$ cat src/verilog/dce_pkg.sv
/*
  dce_pkg: constants, register map and types for the dual comparator
  event logic. Assumes a plain register port with byte-wide data.
*/
`default_nettype none
package dce_pkg;

  // register offsets (byte port, one register per address)
  localparam logic [2:0] OFF_CTRL_A = 3'h0;
  localparam logic [2:0] OFF_CTRL_B = 3'h1;
  localparam logic [2:0] OFF_REF = 3'h2;
  localparam logic [2:0] OFF_STATUS = 3'h3;
  localparam logic [2:0] OFF_MASK = 3'h4;
  localparam logic [2:0] OFF_STATE = 3'h5;

  // control register field positions
  localparam int CTL_COND_LSB = 0;
  localparam int CTL_ENABLE = 3;
  localparam int CTL_FLAG = 4;
  localparam int CTL_CONNECT = 5;
  localparam int CTL_CHAN_LSB = 6;

  // reference register field positions
  localparam int REF_A_LSB = 0;
  localparam int REF_B_LSB = 2;
  localparam int SRC_A_LSB = 4;
  localparam int SRC_B_LSB = 6;

  // reset values
  localparam logic [7:0] CTRL_RST = 8'h00;
  localparam logic [7:0] REF_RST = 8'h00;
  localparam logic [1:0] MASK_RST = 2'h0;

  // debounce timing
  localparam int DEB_OVF_COUNT = 2;
  localparam int PERSIST_SAMPLES = 4;

  // interrupt condition encodings
  typedef enum logic [2:0] {
    DCE_COND_LOW = 3'h0,
    DCE_COND_HIGH = 3'h1,
    DCE_COND_TOGGLE = 3'h2,
    DCE_COND_RISE = 3'h4,
    DCE_COND_FALL = 3'h5,
    DCE_COND_RISE_DB = 3'h6,
    DCE_COND_FALL_DB = 3'h7,
    DCE_COND_TOGGLE_DB = 3'h3
  } dce_cond_t;

  // sampling sources
  typedef enum logic [1:0] {
    DCE_SRC_CLK = 2'h0,
    DCE_SRC_T0 = 2'h1,
    DCE_SRC_T1 = 2'h2,
    DCE_SRC_T2 = 2'h3
  } dce_src_t;

  // per comparator configuration
  typedef struct packed {
    logic [1:0] chan;
    logic connect;
    logic enable;
    dce_cond_t cond;
    dce_src_t src;
    logic [1:0] refsel;
  } dce_cfg_t;

  // timer overflow pulses
  typedef struct packed {
    logic t2;
    logic t1;
    logic t0;
  } dce_ovf_t;

endpackage
`default_nettype wire

$ cat src/verilog/dce_top.sv
/*
  dce_top: control registers, flags and shared interrupt for two
  comparators. Assumes comparator results and timer overflows arrive as
  inputs; overflows are mclk-domain pulses, results are asynchronous.
*/
// Decided for this implementation: the placing of the registers and the strobed register port.
`timescale 1ns/1ps
`default_nettype none
// Operation
// result is one only when positive input exceeds negative input.
// each comparator runs only while its enable bit 3 is set.
// inputs connect only while connect bit 5 set; software sets it first.
// software holds interrupt off 10 us after enable, clears flag first.
// condition field picks level, edge or toggle; match sets flag.
// flags stay set until cleared; pollable and can interrupt.
// both comparators share one interrupt; flags tell the source.
// sample source field picks every clock or timer 0/1/2 overflow.
// work in idle, forced off in power-down regardless of enable.
// channel field routes one of four analog pins to positive input.
// software disconnects before changing channel or reference.
// reference field picks nominal, 100 mV above or below level.
// three debounce modes apply to edge conditions only.
// debounce waits two timer 1 overflows, resamples, drops mismatch.
// timer sampled edge must persist four samples to count.
// comparator outputs pass two flip-flops before any evaluation.
// writing zero clears a flag, one keeps it; set beats clear.
module dce_top (
  input wire logic mclk,
  input wire logic nrst,
  input wire logic [2:0] reg_addr,
  input wire logic [7:0] reg_wdata,
  input wire logic reg_wr,
  input wire logic reg_rd,
  output logic [7:0] reg_rdata,
  input wire logic [1:0] cmp_result,
  input wire dce_pkg::dce_ovf_t timer_ovf,
  input wire logic power_down,
  output logic [1:0] cmp_power,
  output logic [1:0] cmp_a_connect,
  output logic [1:0] cmp_a_channel_select,
  output logic [1:0] cmp_a_reference_select,
  output logic [1:0] cmp_b_connect,
  output logic [1:0] cmp_b_channel_select,
  output logic [1:0] cmp_b_reference_select,
  output logic cmp_irq
);

  logic [7:0] cmp_a_control_status;
  logic [7:0] cmp_b_control_status;
  logic [7:0] cmp_reference_control;
  logic [1:0] cmp_event_flag;
  logic [1:0] cmp_interrupt_enable;
  logic [1:0] hit;
  logic [1:0] sync_out;
  logic [1:0] active;
  logic [1:0] ena;
  logic [1:0] con;
  logic [1:0] flag_clr;
  logic [1:0] next_flag;
  logic [1:0] flag_w1c;
  logic [1:0] flag_w0c;
  logic wr_a;
  logic wr_b;
  logic wr_ref;
  logic wr_stat;
  logic wr_mask;
  logic [7:0] rd_mux;
  dce_pkg::dce_cfg_t cfg_a;
  dce_pkg::dce_cfg_t cfg_b;

  // address decode
  assign wr_a = reg_wr & (reg_addr == dce_pkg::OFF_CTRL_A);
  assign wr_b = reg_wr & (reg_addr == dce_pkg::OFF_CTRL_B);
  assign wr_ref = reg_wr & (reg_addr == dce_pkg::OFF_REF);
  assign wr_stat = reg_wr & (reg_addr == dce_pkg::OFF_STATUS);
  assign wr_mask = reg_wr & (reg_addr == dce_pkg::OFF_MASK);

  // enable and connect; power-down overrides, idle does not
  assign ena[0] = cmp_a_control_status[dce_pkg::CTL_ENABLE];
  assign ena[1] = cmp_b_control_status[dce_pkg::CTL_ENABLE];
  assign con[0] = cmp_a_control_status[dce_pkg::CTL_CONNECT];
  assign con[1] = cmp_b_control_status[dce_pkg::CTL_CONNECT];
  assign active = ena & con & {2{!power_down}};
  assign cmp_power = ena & {2{!power_down}};
  assign cmp_a_connect = {1'b0, con[0] & !power_down};
  assign cmp_b_connect = {1'b0, con[1] & !power_down};

  // analog routing selects straight from the registers
  assign cmp_a_channel_select =
    cmp_a_control_status[dce_pkg::CTL_CHAN_LSB +: 2];
  assign cmp_b_channel_select =
    cmp_b_control_status[dce_pkg::CTL_CHAN_LSB +: 2];
  assign cmp_a_reference_select =
    cmp_reference_control[dce_pkg::REF_A_LSB +: 2];
  assign cmp_b_reference_select =
    cmp_reference_control[dce_pkg::REF_B_LSB +: 2];

  // configuration bundles for the channel logic
  assign cfg_a.chan = cmp_a_channel_select;
  assign cfg_a.connect = con[0];
  assign cfg_a.enable = ena[0];
  assign cfg_a.cond = dce_pkg::dce_cond_t'(
    cmp_a_control_status[dce_pkg::CTL_COND_LSB +: 3]);
  assign cfg_a.src = dce_pkg::dce_src_t'(
    cmp_reference_control[dce_pkg::SRC_A_LSB +: 2]);
  assign cfg_a.refsel = cmp_a_reference_select;
  assign cfg_b.chan = cmp_b_channel_select;
  assign cfg_b.connect = con[1];
  assign cfg_b.enable = ena[1];
  assign cfg_b.cond = dce_pkg::dce_cond_t'(
    cmp_b_control_status[dce_pkg::CTL_COND_LSB +: 3]);
  assign cfg_b.src = dce_pkg::dce_src_t'(
    cmp_reference_control[dce_pkg::SRC_B_LSB +: 2]);
  assign cfg_b.refsel = cmp_b_reference_select;

  dce_channel u_cmp_a (
    .mclk(mclk),
    .nrst(nrst),
    .cmp_raw(cmp_result[0]),
    .active(active[0]),
    .cfg(cfg_a),
    .ovf(timer_ovf),
    .cmp_sync(sync_out[0]),
    .hit(hit[0])
  );

  dce_channel u_cmp_b (
    .mclk(mclk),
    .nrst(nrst),
    .cmp_raw(cmp_result[1]),
    .active(active[1]),
    .cfg(cfg_b),
    .ovf(timer_ovf),
    .cmp_sync(sync_out[1]),
    .hit(hit[1])
  );

  // flag clears: zero in a control register flag bit, or one in status
  assign flag_w0c[0] = wr_a & !reg_wdata[dce_pkg::CTL_FLAG];
  assign flag_w0c[1] = wr_b & !reg_wdata[dce_pkg::CTL_FLAG];
  assign flag_w1c = {2{wr_stat}} & reg_wdata[1:0];
  assign flag_clr = flag_w0c | flag_w1c;
  // set wins over a same-cycle clear so no event is lost
  assign next_flag = (cmp_event_flag & ~flag_clr) | hit;

  // configuration registers; flag bit stored separately
  always_ff @(posedge mclk or negedge nrst) begin
    if (!nrst) begin
      cmp_a_control_status <= dce_pkg::CTRL_RST;
      cmp_b_control_status <= dce_pkg::CTRL_RST;
      cmp_reference_control <= dce_pkg::REF_RST;
      cmp_interrupt_enable <= dce_pkg::MASK_RST;
    end else begin
      if (wr_a) begin
        cmp_a_control_status <= reg_wdata;
      end
      if (wr_b) begin
        cmp_b_control_status <= reg_wdata;
      end
      if (wr_ref) begin
        cmp_reference_control <= reg_wdata;
      end
      if (wr_mask) begin
        cmp_interrupt_enable <= reg_wdata[1:0];
      end
    end
  end

  // sticky event flags
  always_ff @(posedge mclk or negedge nrst) begin
    if (!nrst) begin
      cmp_event_flag <= 2'h0;
    end else begin
      cmp_event_flag <= next_flag;
    end
  end

  // one shared level interrupt for both comparators
  assign cmp_irq = |(cmp_event_flag & cmp_interrupt_enable);

  // read mux; unmapped addresses read zero
  always_comb begin
    case (reg_addr)
      dce_pkg::OFF_CTRL_A: rd_mux = {cmp_a_control_status[7:5],
        cmp_event_flag[0], cmp_a_control_status[3:0]};
      dce_pkg::OFF_CTRL_B: rd_mux = {cmp_b_control_status[7:5],
        cmp_event_flag[1], cmp_b_control_status[3:0]};
      dce_pkg::OFF_REF: rd_mux = cmp_reference_control;
      dce_pkg::OFF_STATUS: rd_mux = {6'h00, cmp_event_flag};
      dce_pkg::OFF_MASK: rd_mux = {6'h00, cmp_interrupt_enable};
      dce_pkg::OFF_STATE: rd_mux = {4'h0, active, sync_out};
      default: rd_mux = 8'h00;
    endcase
  end

  // read data registered, valid only the cycle after the strobe
  always_ff @(posedge mclk or negedge nrst) begin
    if (!nrst) begin
      reg_rdata <= 8'h00;
    end else if (reg_rd) begin
      reg_rdata <= rd_mux;
    end else begin
      reg_rdata <= 8'h00;
    end
  end
endmodule
`default_nettype wire

$ cat src/verilog/dce_channel.sv
/*
  dce_channel: synchroniser, sampling, condition match and debounce for
  one comparator. Assumes overflow pulses are one mclk cycle wide.
*/
`timescale 1ns/1ps
`default_nettype none
module dce_channel (
  input wire logic mclk,
  input wire logic nrst,
  input wire logic cmp_raw,
  input wire logic active,
  input wire dce_pkg::dce_cfg_t cfg,
  input wire dce_pkg::dce_ovf_t ovf,
  output logic cmp_sync,
  output logic hit
);

  logic sync1;
  logic sample;
  logic have_sample;
  logic [2:0] persist_cnt;
  logic db_wait;
  logic db_expect;
  logic [1:0] db_ovf;
  logic [1:0] cond_lo;
  logic is_edge;
  logic debounce;
  logic sample_en;
  logic cand;
  logic rise;
  logic fall;
  logic want;
  logic accept;
  logic db_done;
  logic timed;

  // two stage synchroniser on the analog result
  always_ff @(posedge mclk or negedge nrst) begin
    if (!nrst) begin
      sync1 <= 1'b0;
      cmp_sync <= 1'b0;
    end else begin
      sync1 <= cmp_raw;
      cmp_sync <= sync1 & active;
    end
  end

  // sample strobe selection
  assign sample_en = (cfg.src == dce_pkg::DCE_SRC_CLK) ? 1'b1 :
                     (cfg.src == dce_pkg::DCE_SRC_T0) ? ovf.t0 :
                     (cfg.src == dce_pkg::DCE_SRC_T1) ? ovf.t1 :
                     ovf.t2;
  assign timed = (cfg.src != dce_pkg::DCE_SRC_CLK);
  assign cond_lo = cfg.cond[1:0];
  assign debounce = (cfg.cond == dce_pkg::DCE_COND_RISE_DB) |
                    (cfg.cond == dce_pkg::DCE_COND_FALL_DB) |
                    (cfg.cond == dce_pkg::DCE_COND_TOGGLE_DB);
  assign is_edge = cfg.cond[2] | (cfg.cond == dce_pkg::DCE_COND_TOGGLE)
                   | debounce;

  // candidate transition of the sampled output
  assign cand = active & sample_en & have_sample & (cmp_sync != sample);
  assign rise = cand & cmp_sync;
  assign fall = cand & !cmp_sync;
  // persistence of four timer samples before an edge counts
  assign accept = !timed |
    (persist_cnt == 3'(dce_pkg::PERSIST_SAMPLES - 1));
  assign want = (cfg.cond == dce_pkg::DCE_COND_RISE ||
                 cfg.cond == dce_pkg::DCE_COND_RISE_DB) ? rise :
                (cfg.cond == dce_pkg::DCE_COND_FALL ||
                 cfg.cond == dce_pkg::DCE_COND_FALL_DB) ? fall :
                (rise | fall);
  assign db_done = db_wait & ovf.t1 &
    (db_ovf == 2'(dce_pkg::DEB_OVF_COUNT - 1));

  // condition match: level, edge, or debounced edge
  always_comb begin
    hit = 1'b0;
    if (active && !is_edge && sample_en) begin
      hit = (cond_lo == 2'h1) ? cmp_sync : !cmp_sync;
    end else if (active && is_edge && !debounce) begin
      hit = want & accept;
    end else if (active && debounce) begin
      hit = db_done & (cmp_sync == db_expect);
    end
  end

  // held sample and persistence counter
  always_ff @(posedge mclk or negedge nrst) begin
    if (!nrst) begin
      sample <= 1'b0;
      have_sample <= 1'b0;
      persist_cnt <= 3'h0;
    end else if (!active) begin
      have_sample <= 1'b0;
      persist_cnt <= 3'h0;
    end else if (sample_en) begin
      have_sample <= 1'b1;
      if (!have_sample || cmp_sync == sample || accept) begin
        sample <= cmp_sync;
        persist_cnt <= 3'h0;
      end else begin
        persist_cnt <= persist_cnt + 3'h1;
      end
    end
  end

  // debounce wait: two timer 1 overflows then resample
  always_ff @(posedge mclk or negedge nrst) begin
    if (!nrst) begin
      db_wait <= 1'b0;
      db_expect <= 1'b0;
      db_ovf <= 2'h0;
    end else if (!active || !debounce) begin
      db_wait <= 1'b0;
      db_ovf <= 2'h0;
    end else if (!db_wait && want && accept) begin
      db_wait <= 1'b1;
      db_expect <= cmp_sync;
      db_ovf <= 2'h0;
    end else if (db_done) begin
      db_wait <= 1'b0; // mismatch simply drops the event
      db_ovf <= 2'h0;
    end else if (db_wait && ovf.t1) begin
      db_ovf <= db_ovf + 2'h1;
    end
  end

endmodule
`default_nettype wire

$ cat config.mk
export PLATFORM = sky130hd
export DESIGN_NAME = dce_top
export DESIGN_NICKNAME = d
export VERILOG_FILES = /design/src/verilog/dce_pkg.sv /design/src/verilog/dce_top.sv /design/src/verilog/dce_channel.sv
export SDC_FILE = /design/constraint.sdc
export NUM_CORES = 1
export LEC_CHECK = 0
export BUFFER_PORTS_ARGS = -buffer_cell sky130_fd_sc_hd__clkbuf_2
export CAP_MARGIN = 20
export CORE_ASPECT_RATIO = 0.75
export CORE_MARGIN = 1
export CORE_UTILIZATION = 55
export DETAILED_ROUTE_END_ITERATION = 10
export PLACE_DENSITY = 0.83
export SYNTH_ARGS = -nofsm -noshare
export SYNTH_HDL_FRONTEND = slang
export SYNTH_HIERARCHICAL = 1
export SYNTH_SLANG_ARGS = --single-unit
export TNS_END_PERCENT = 50
$ cat constraint.sdc
create_clock -name mclk -period 1.9 [get_ports mclk]
set_input_delay 0.38 -clock mclk [delete_from_list [all_inputs] [get_ports mclk]]
set_output_delay 0.38 -clock mclk [all_outputs]
set_load 0.005 [all_outputs]
==> results of run 1 <==
registers in the layout, summed over array words and instances (netlist names):
register	flops
cmp_a_control_status	7
u_cmp_b/cmp_sync	1
u_cmp_a/cmp_sync	1
u_cmp_b/persist_cnt	3
cmp_interrupt_enable	2
cmp_b_control_status	7
u_cmp_a/have_sample	1
cmp_reference_control	8
u_cmp_a/sync1	1
u_cmp_a/persist_cnt	3
u_cmp_a/db_wait	1
u_cmp_a/sample	1
u_cmp_b/sample	1
u_cmp_b/db_ovf	2
u_cmp_a/db_expect	1
u_cmp_b/db_wait	1
u_cmp_b/sync1	1
u_cmp_a/db_ovf	2
cmp_event_flag	2
reg_rdata	8
u_cmp_b/have_sample	1
u_cmp_b/db_expect	1
area by class of cell:
class	count	share of cell area
flip-flops and latches	56	0.417
inverters	11	0.0123
clock buffers	6	0.0245
repair buffers	58	0.103
clock inverters	2	0.00298
well taps	72	0.0268
multi-input cells	169	0.414
cells in the mapped netlist (3+ instances only):
| master | n |
|---|---|
| dfrtp_1 | 56 |
| mux2_2 | 26 |
| mux2i_1 | 14 |
| buf_4 | 13 |
| inv_1 | 11 |
| nand2_1 | 8 |
| nor2_1 | 8 |
| a21oi_1 | 6 |
| nand4_1 | 6 |
| nor2b_1 | 6 |
| xor2_1 | 6 |
| o211ai_1 | 5 |
| a21boi_0 | 4 |
| a31oi_1 | 4 |
| ha_1 | 4 |
| mux2_1 | 4 |
| nand2b_1 | 4 |
| nand3_1 | 4 |
| nand3b_1 | 4 |
| nor3_1 | 4 |
| o211a_1 | 4 |
| o22ai_1 | 4 |
| and2_1 | 3 |
| buf_2 | 3 |
worst max path at each step:
stage	startpoint	endpoint	cells past startpoint
2_1_floorplan	power_down	u_cmp_b/db_expect$_DFFE_PN0P_	6
3_5_place_dp	power_down	u_cmp_a/db_expect$_DFFE_PN0P_	6
3_3_place_gp	power_down	u_cmp_b/db_expect$_DFFE_PN0P_	7
5_1_grt	u_cmp_a/persist_cnt[0]$_DFFE_PN0P_	u_cmp_a/db_ovf[0]$_DFFE_PN0P_	6
4_1_cts	u_cmp_b/persist_cnt[0]$_DFFE_PN0P_	u_cmp_b/db_ovf[0]$_DFFE_PN0P_	6
6_report	u_cmp_b/persist_cnt[0]$_DFFE_PN0P_	u_cmp_b/db_ovf[0]$_DFFE_PN0P_	6
per-layer routing:
metal,share of wire,up-vias,track usage
met1,0.49,1018,0.337
met2,0.45,59,0.371
met3,0.050,7,0.0377
met5,0,-,0
met4,0.010,0,0.0813
li1,-,1008,-
critical path, stage by stage, from the launching register on:
cell and delay (ns):
dfrtp_1 0.41, ha_1 0.21, ha_1 0.17, o21ba_2 0.27
a21oi_2 0.06, a311o_2 0.39, a21oi_1 0.15
cell families (layout without fill, tap and decap cells):
family | after synthesis | after routing | synth area share
multiplexers | 44 | 44 | 0.161
flip-flops | 56 | 56 | 0.473
AO/OA/AOI/OAI | 45 | 45 | 0.121
buffers and inverters | 29 | 77 | 0.0571
AND/OR/NAND/NOR | 66 | 66 | 0.145
other | 1 | 2 | 0.00127
adder cells (fa/ha/maj) | 4 | 4 | 0.0169
XOR/XNOR | 8 | 8 | 0.0237
stage by stage:
step / power, mW / utilization / hold WS [ns] / cells / worst slack [ns]
after floorplan: 1.98 / - / 0.0844 / 254 / 0.277
after global placement: 2.18 / 0.650 / 0.408 / 366 / 0.232
after detailed placement: 2.21 / 0.650 / 0.408 / 366 / 0.187
after CTS: 2.88 / 0.668 / 0.0658 / 374 / 0.166
after global routing: 3.01 / 0.668 / 0.0794 / 374 / 0.0552
final: 2.85 / 0.668 / 0.0495 / 374 / 0.167
power breakdown:
group | internal, mW | leakage (nW) | switching (mW) | total, mW
logic | 0.352 | 0.833 | 0.298 | 0.650
clock network | 0.292 | 0.0510 | 0.371 | 0.662
registers | 1.35 | 0.724 | 0.190 | 1.54
==> run metrics, run 1 <==
status=completed; PwrDens=848 nW/um^2; Critical Path RT=2.14 ns; CTS tree=done; Filler cells=380; layout cells sized above 1=0.368; CTS root buffer=clkbuf_8; RSZ-0062 raised after global routing=no; clk_lat worst skew=0.31 ns; drt drc=0; design area=3360 um^2; clk slew on worst S/H paths=0.10 ns; Synth Area per Inst=11.7 um^2; Synth cell types=49; Critical Path Fanout Max=4; Die Width=86.7 um; Die Y=65.5 um; clock buffer depth=2; R2R depth=6; Setup crit start kind=flip-flop; Post-Synthesis Cell Area=2960 um^2; Final #Nets=326; critical path arrival=1.97 ns; Die Area=5680 um^2; minimum clock period=1.73 ns; Synth Flop Type=dfrtp_1; via count=2092; async set-reset flop share out of synthesis=1.00; Post-CTS Setup Inserts=0; Pre-antenna DRT Iters=5; register area=1400 um^2; skew final=0.00816 ns; io pins=44; P_leak=1.61 nW; Slew Limit Fails=0; dominant cells by area after synthesis=dfrtp_1 (47%), mux2_2 (9.9%), mux2i_1 (4.7%); antenna violations before repair=0; Ys Warns=6; fin crit share=0.912; Detailed Route WL=6.15 mm; hold buffers post-CTS=0; Site Rows=22; Max Fclk=0.577 GHz; Iter 0 DRT Violations=174; post-detail-place hpwl=4.62 mm; PostCTS Resize Cnt=0; via/cell ratio=5.59; Max-Cap Viols=0; most common cell after layout, fill and taps aside=dfrtp_1; CTS Buf Count=5; Multi-input gate area=1390 um^2; worst hold path class=input pin to async pin; worst rel slew slack=0.576; VDD IR max=0.480 mV; core region area=5040 um^2; top cell type's share of synthesized area=0.473; RR Startpoint=u_cmp_b/persist_cnt[0]$_DFFE_PN0P_; Final Hold Fails=0; Avg WL per Cell=16.4 um; Final Setup Violations=0; Initial Util=0.588; H-Tree Level Count=2; clk sinks=56; DRT antenna net count=0; vias in the first global route=2030; post-synth top area cell=dfrtp_1; # port buffers=41; FF+latch count, synth=56; sequential share of the synthesized area=0.473; critical setup path kind=flip-flop to flip-flop; actual slew at the worst max-slew pin=0.630 ns; first-pass GRT wire length=10.1 mm; Post-synth EDFFs=0; R2R Path End=u_cmp_b/db_ovf[0]$_DFFE_PN0P_; DP Area=3270 um^2; GRT Residual Overflow=0; Total GRT Usage=0.237; gpl congestion=0.796; cells after synthesis=253; commonest non-fill, non-tap cells in the layout=dfrtp_1 (56), clkbuf_2 (41), mux2_2 (26), buf_4 (16), mux2i_1 (14); setup TNS=0 ns; crit path capture type=flip-flop; ANT cells=0; largest net degree at the start of global routing=57; R2R Setup Slk=0.17 ns; P&R area growth vs syn=13.7%
No activity file was read; power rests on OpenSTA's default activity.
==> run 2, diff against run 1 <==
- BUFFER_PORTS_ARGS: -buffer_cell sky130_fd_sc_hd__clkbuf_2 -> -buffer_cell sky130_fd_sc_hd__buf_4
- PLACE_DENSITY: 0.83 -> 0.77
==> run metrics, run 2 (synthesis gave the netlist of run 1 again) <==
Die Width=86.7 um (unchanged); WHS=0.113 ns (+0.0639 ns); CTS Buf Count=5 (unchanged); Max Fclk=0.578 GHz (about the same); worst hold path class=input pin to async pin; CP cell instances=ha_1, ha_1, o21ba_2, a21oi_2, a311o_2, a21oi_1; core region area=5040 um^2 (unchanged); # port buffers=41 (unchanged); clk slew on worst S/H paths=0.10 ns (about the same); delay-heaviest family, CP=compound AO/OA/AOI/OAI gates; critical setup path kind=flip-flop to flip-flop; hold buffers post-CTS=0 (unchanged); Slew Limit Fails=0 (unchanged); CTS root buffer=clkbuf_8; P_leak=1.58 nW (-1.9%); Avg WL per Cell=16.5 um (+0.43%); PostCTS Resize Cnt=0 (unchanged); Total GRT Usage=0.237 (about the same); minimum clock period=1.73 ns (-0.00152 ns); clock buffer depth=2 (unchanged); Final Setup Violations=0 (unchanged); post-detail-place hpwl=4.42 mm (-4.3%); GRT Residual Overflow=0 (unchanged); Detailed Route WL=6.01 mm (-2.3%); crit path capture type=flip-flop; largest net degree at the start of global routing=57 (unchanged); slack of the critical path=0.169 ns (+0.00152 ns); actual slew at the worst max-slew pin=0.704 ns (+0.0746 ns); gpl congestion=0.886 (+11%); setup TNS=0 ns (unchanged); first-pass GRT wire length=10.2 mm (+1.3%); fin crit share=0.911 (about the same); Die Y=65.5 um (unchanged); Crit-path slowest cell=dfrtp_1; Max-Cap Viols=0 (unchanged); H-Tree Level Count=2 (unchanged); Multi-input gate area=1390 um^2 (unchanged); Filler cells=403 (+6.1%); CTS tree=done; via/cell ratio=5.65 (+1.0%); buffers and inverters on the worst path=0 (unchanged); PwrDens=845 nW/um^2 (-0.39%); Site Rows=22 (unchanged); Switching Fraction=0.300 (-0.000664); critical path arrival=1.96 ns (about the same); Post-CTS Setup Inserts=0 (unchanged); io pins=44 (unchanged); Comb pwr share=0.237 (+0.009); vias in the first global route=1989 (-2.0%); status=completed; drt drc=0 (unchanged); register area=1400 um^2 (unchanged); max incr delay on CP=0.41 ns (about the same); Critical Path Fanout Max=4 (unchanged); Iter 0 DRT Violations=121 (-30%); skew final=0.00920 ns (+0.00104 ns); worst rel slew slack=0.530 (-0.0460); VDD IR max=0.582 mV (+21%); layout cells sized above 1=0.346 (-0.0217); pre-CTS WS=0.0584 ns (-0.128 ns); antenna violations before repair=0 (unchanged); Critical Path RT=2.13 ns (about the same); commonest non-fill, non-tap cells in the layout=dfrtp_1 (56), buf_4 (48), mux2_2 (26), mux2i_1 (14), inv_1 (11); DRT antenna net count=0 (unchanged); Core Util, Final=0.670 (+0.00199); Clock power frac=0.224 (-0.008); Initial Util=0.588 (unchanged); Pre-antenna DRT Iters=4 (-1); sequential share of power=0.539 (about the same); P_int=2.00 mW (about the same); Largest regs=cmp_reference_control (8), reg_rdata (8); P&R area growth vs syn=14.0%; RSZ-0062 raised after global routing=no; Setup crit start kind=flip-flop; total power=2.85 mW (about the same); ANT cells=0 (unchanged); most common cell after layout, fill and taps aside=dfrtp_1; Final Hold Fails=0 (unchanged); Final #Nets=316 (-3.1%); Crit path top cell by count=ha_1; Net Switching=855 uW (-0.31%); Die Area=5680 um^2 (unchanged); via count=2057 (-1.7%); clk_lat worst skew=0.30 ns (about the same); clk sinks=56 (unchanged)
## run 2: cell type report
cell class | count | area share
Clock buffer | 5 | 0.0204
Timing Repair Buffer | 48 | 0.107
Multi-Input combinational cell | 169 | 0.413
Tap cell | 72 | 0.0267
Clock inverter | 3 | 0.00556
Sequential cell | 56 | 0.415
Inverter | 11 | 0.0122
## run 2: final timing paths
path                       slack, ns                                from  cells after the start                            endpoint
max in group asynchronous       1.31                                nrst                      1     u_cmp_b/have_sample$_DFFE_PN0P_
min reg2reg                     0.49             u_cmp_a/sync1$_DFF_PN0_                      1          u_cmp_a/cmp_sync$_DFF_PN0_
max                             0.17  u_cmp_a/persist_cnt[0]$_DFFE_PN0P_                      6       u_cmp_a/db_ovf[0]$_DFFE_PN0P_
min in group mclk               0.18                       cmp_result[0]                      1             u_cmp_a/sync1$_DFF_PN0_
max reg2reg                     0.17  u_cmp_a/persist_cnt[0]$_DFFE_PN0P_                      6       u_cmp_a/db_ovf[0]$_DFFE_PN0P_
min                             0.11                                nrst                      1  u_cmp_a/persist_cnt[1]$_DFFE_PN0P_
## run 2: power groups by stage
stage,Clock (mW),Combinational [mW],Sequential (mW)
global placement,0,0.662,1.56
detailed placement,0,0.675,1.56
CTS,0.664,0.679,1.54
floorplan,0,0.483,1.50
global route,0.707,0.737,1.57
finish,0.639,0.674,1.54
## run 2: stage by stage
step                      std cells  cell area, um^2
final                           364             3370
after floorplan                 254             2960
after global placement          356             3290
after global routing            364             3370
after detailed placement        356             3290
after CTS                       364             3370
## run 2: per-layer routing
metal	part of all wire	GRT usage
met5	0	0
met4	0.0017	0.0417
met1	0.51	0.362
met3	0.051	0.0553
met2	0.43	0.346
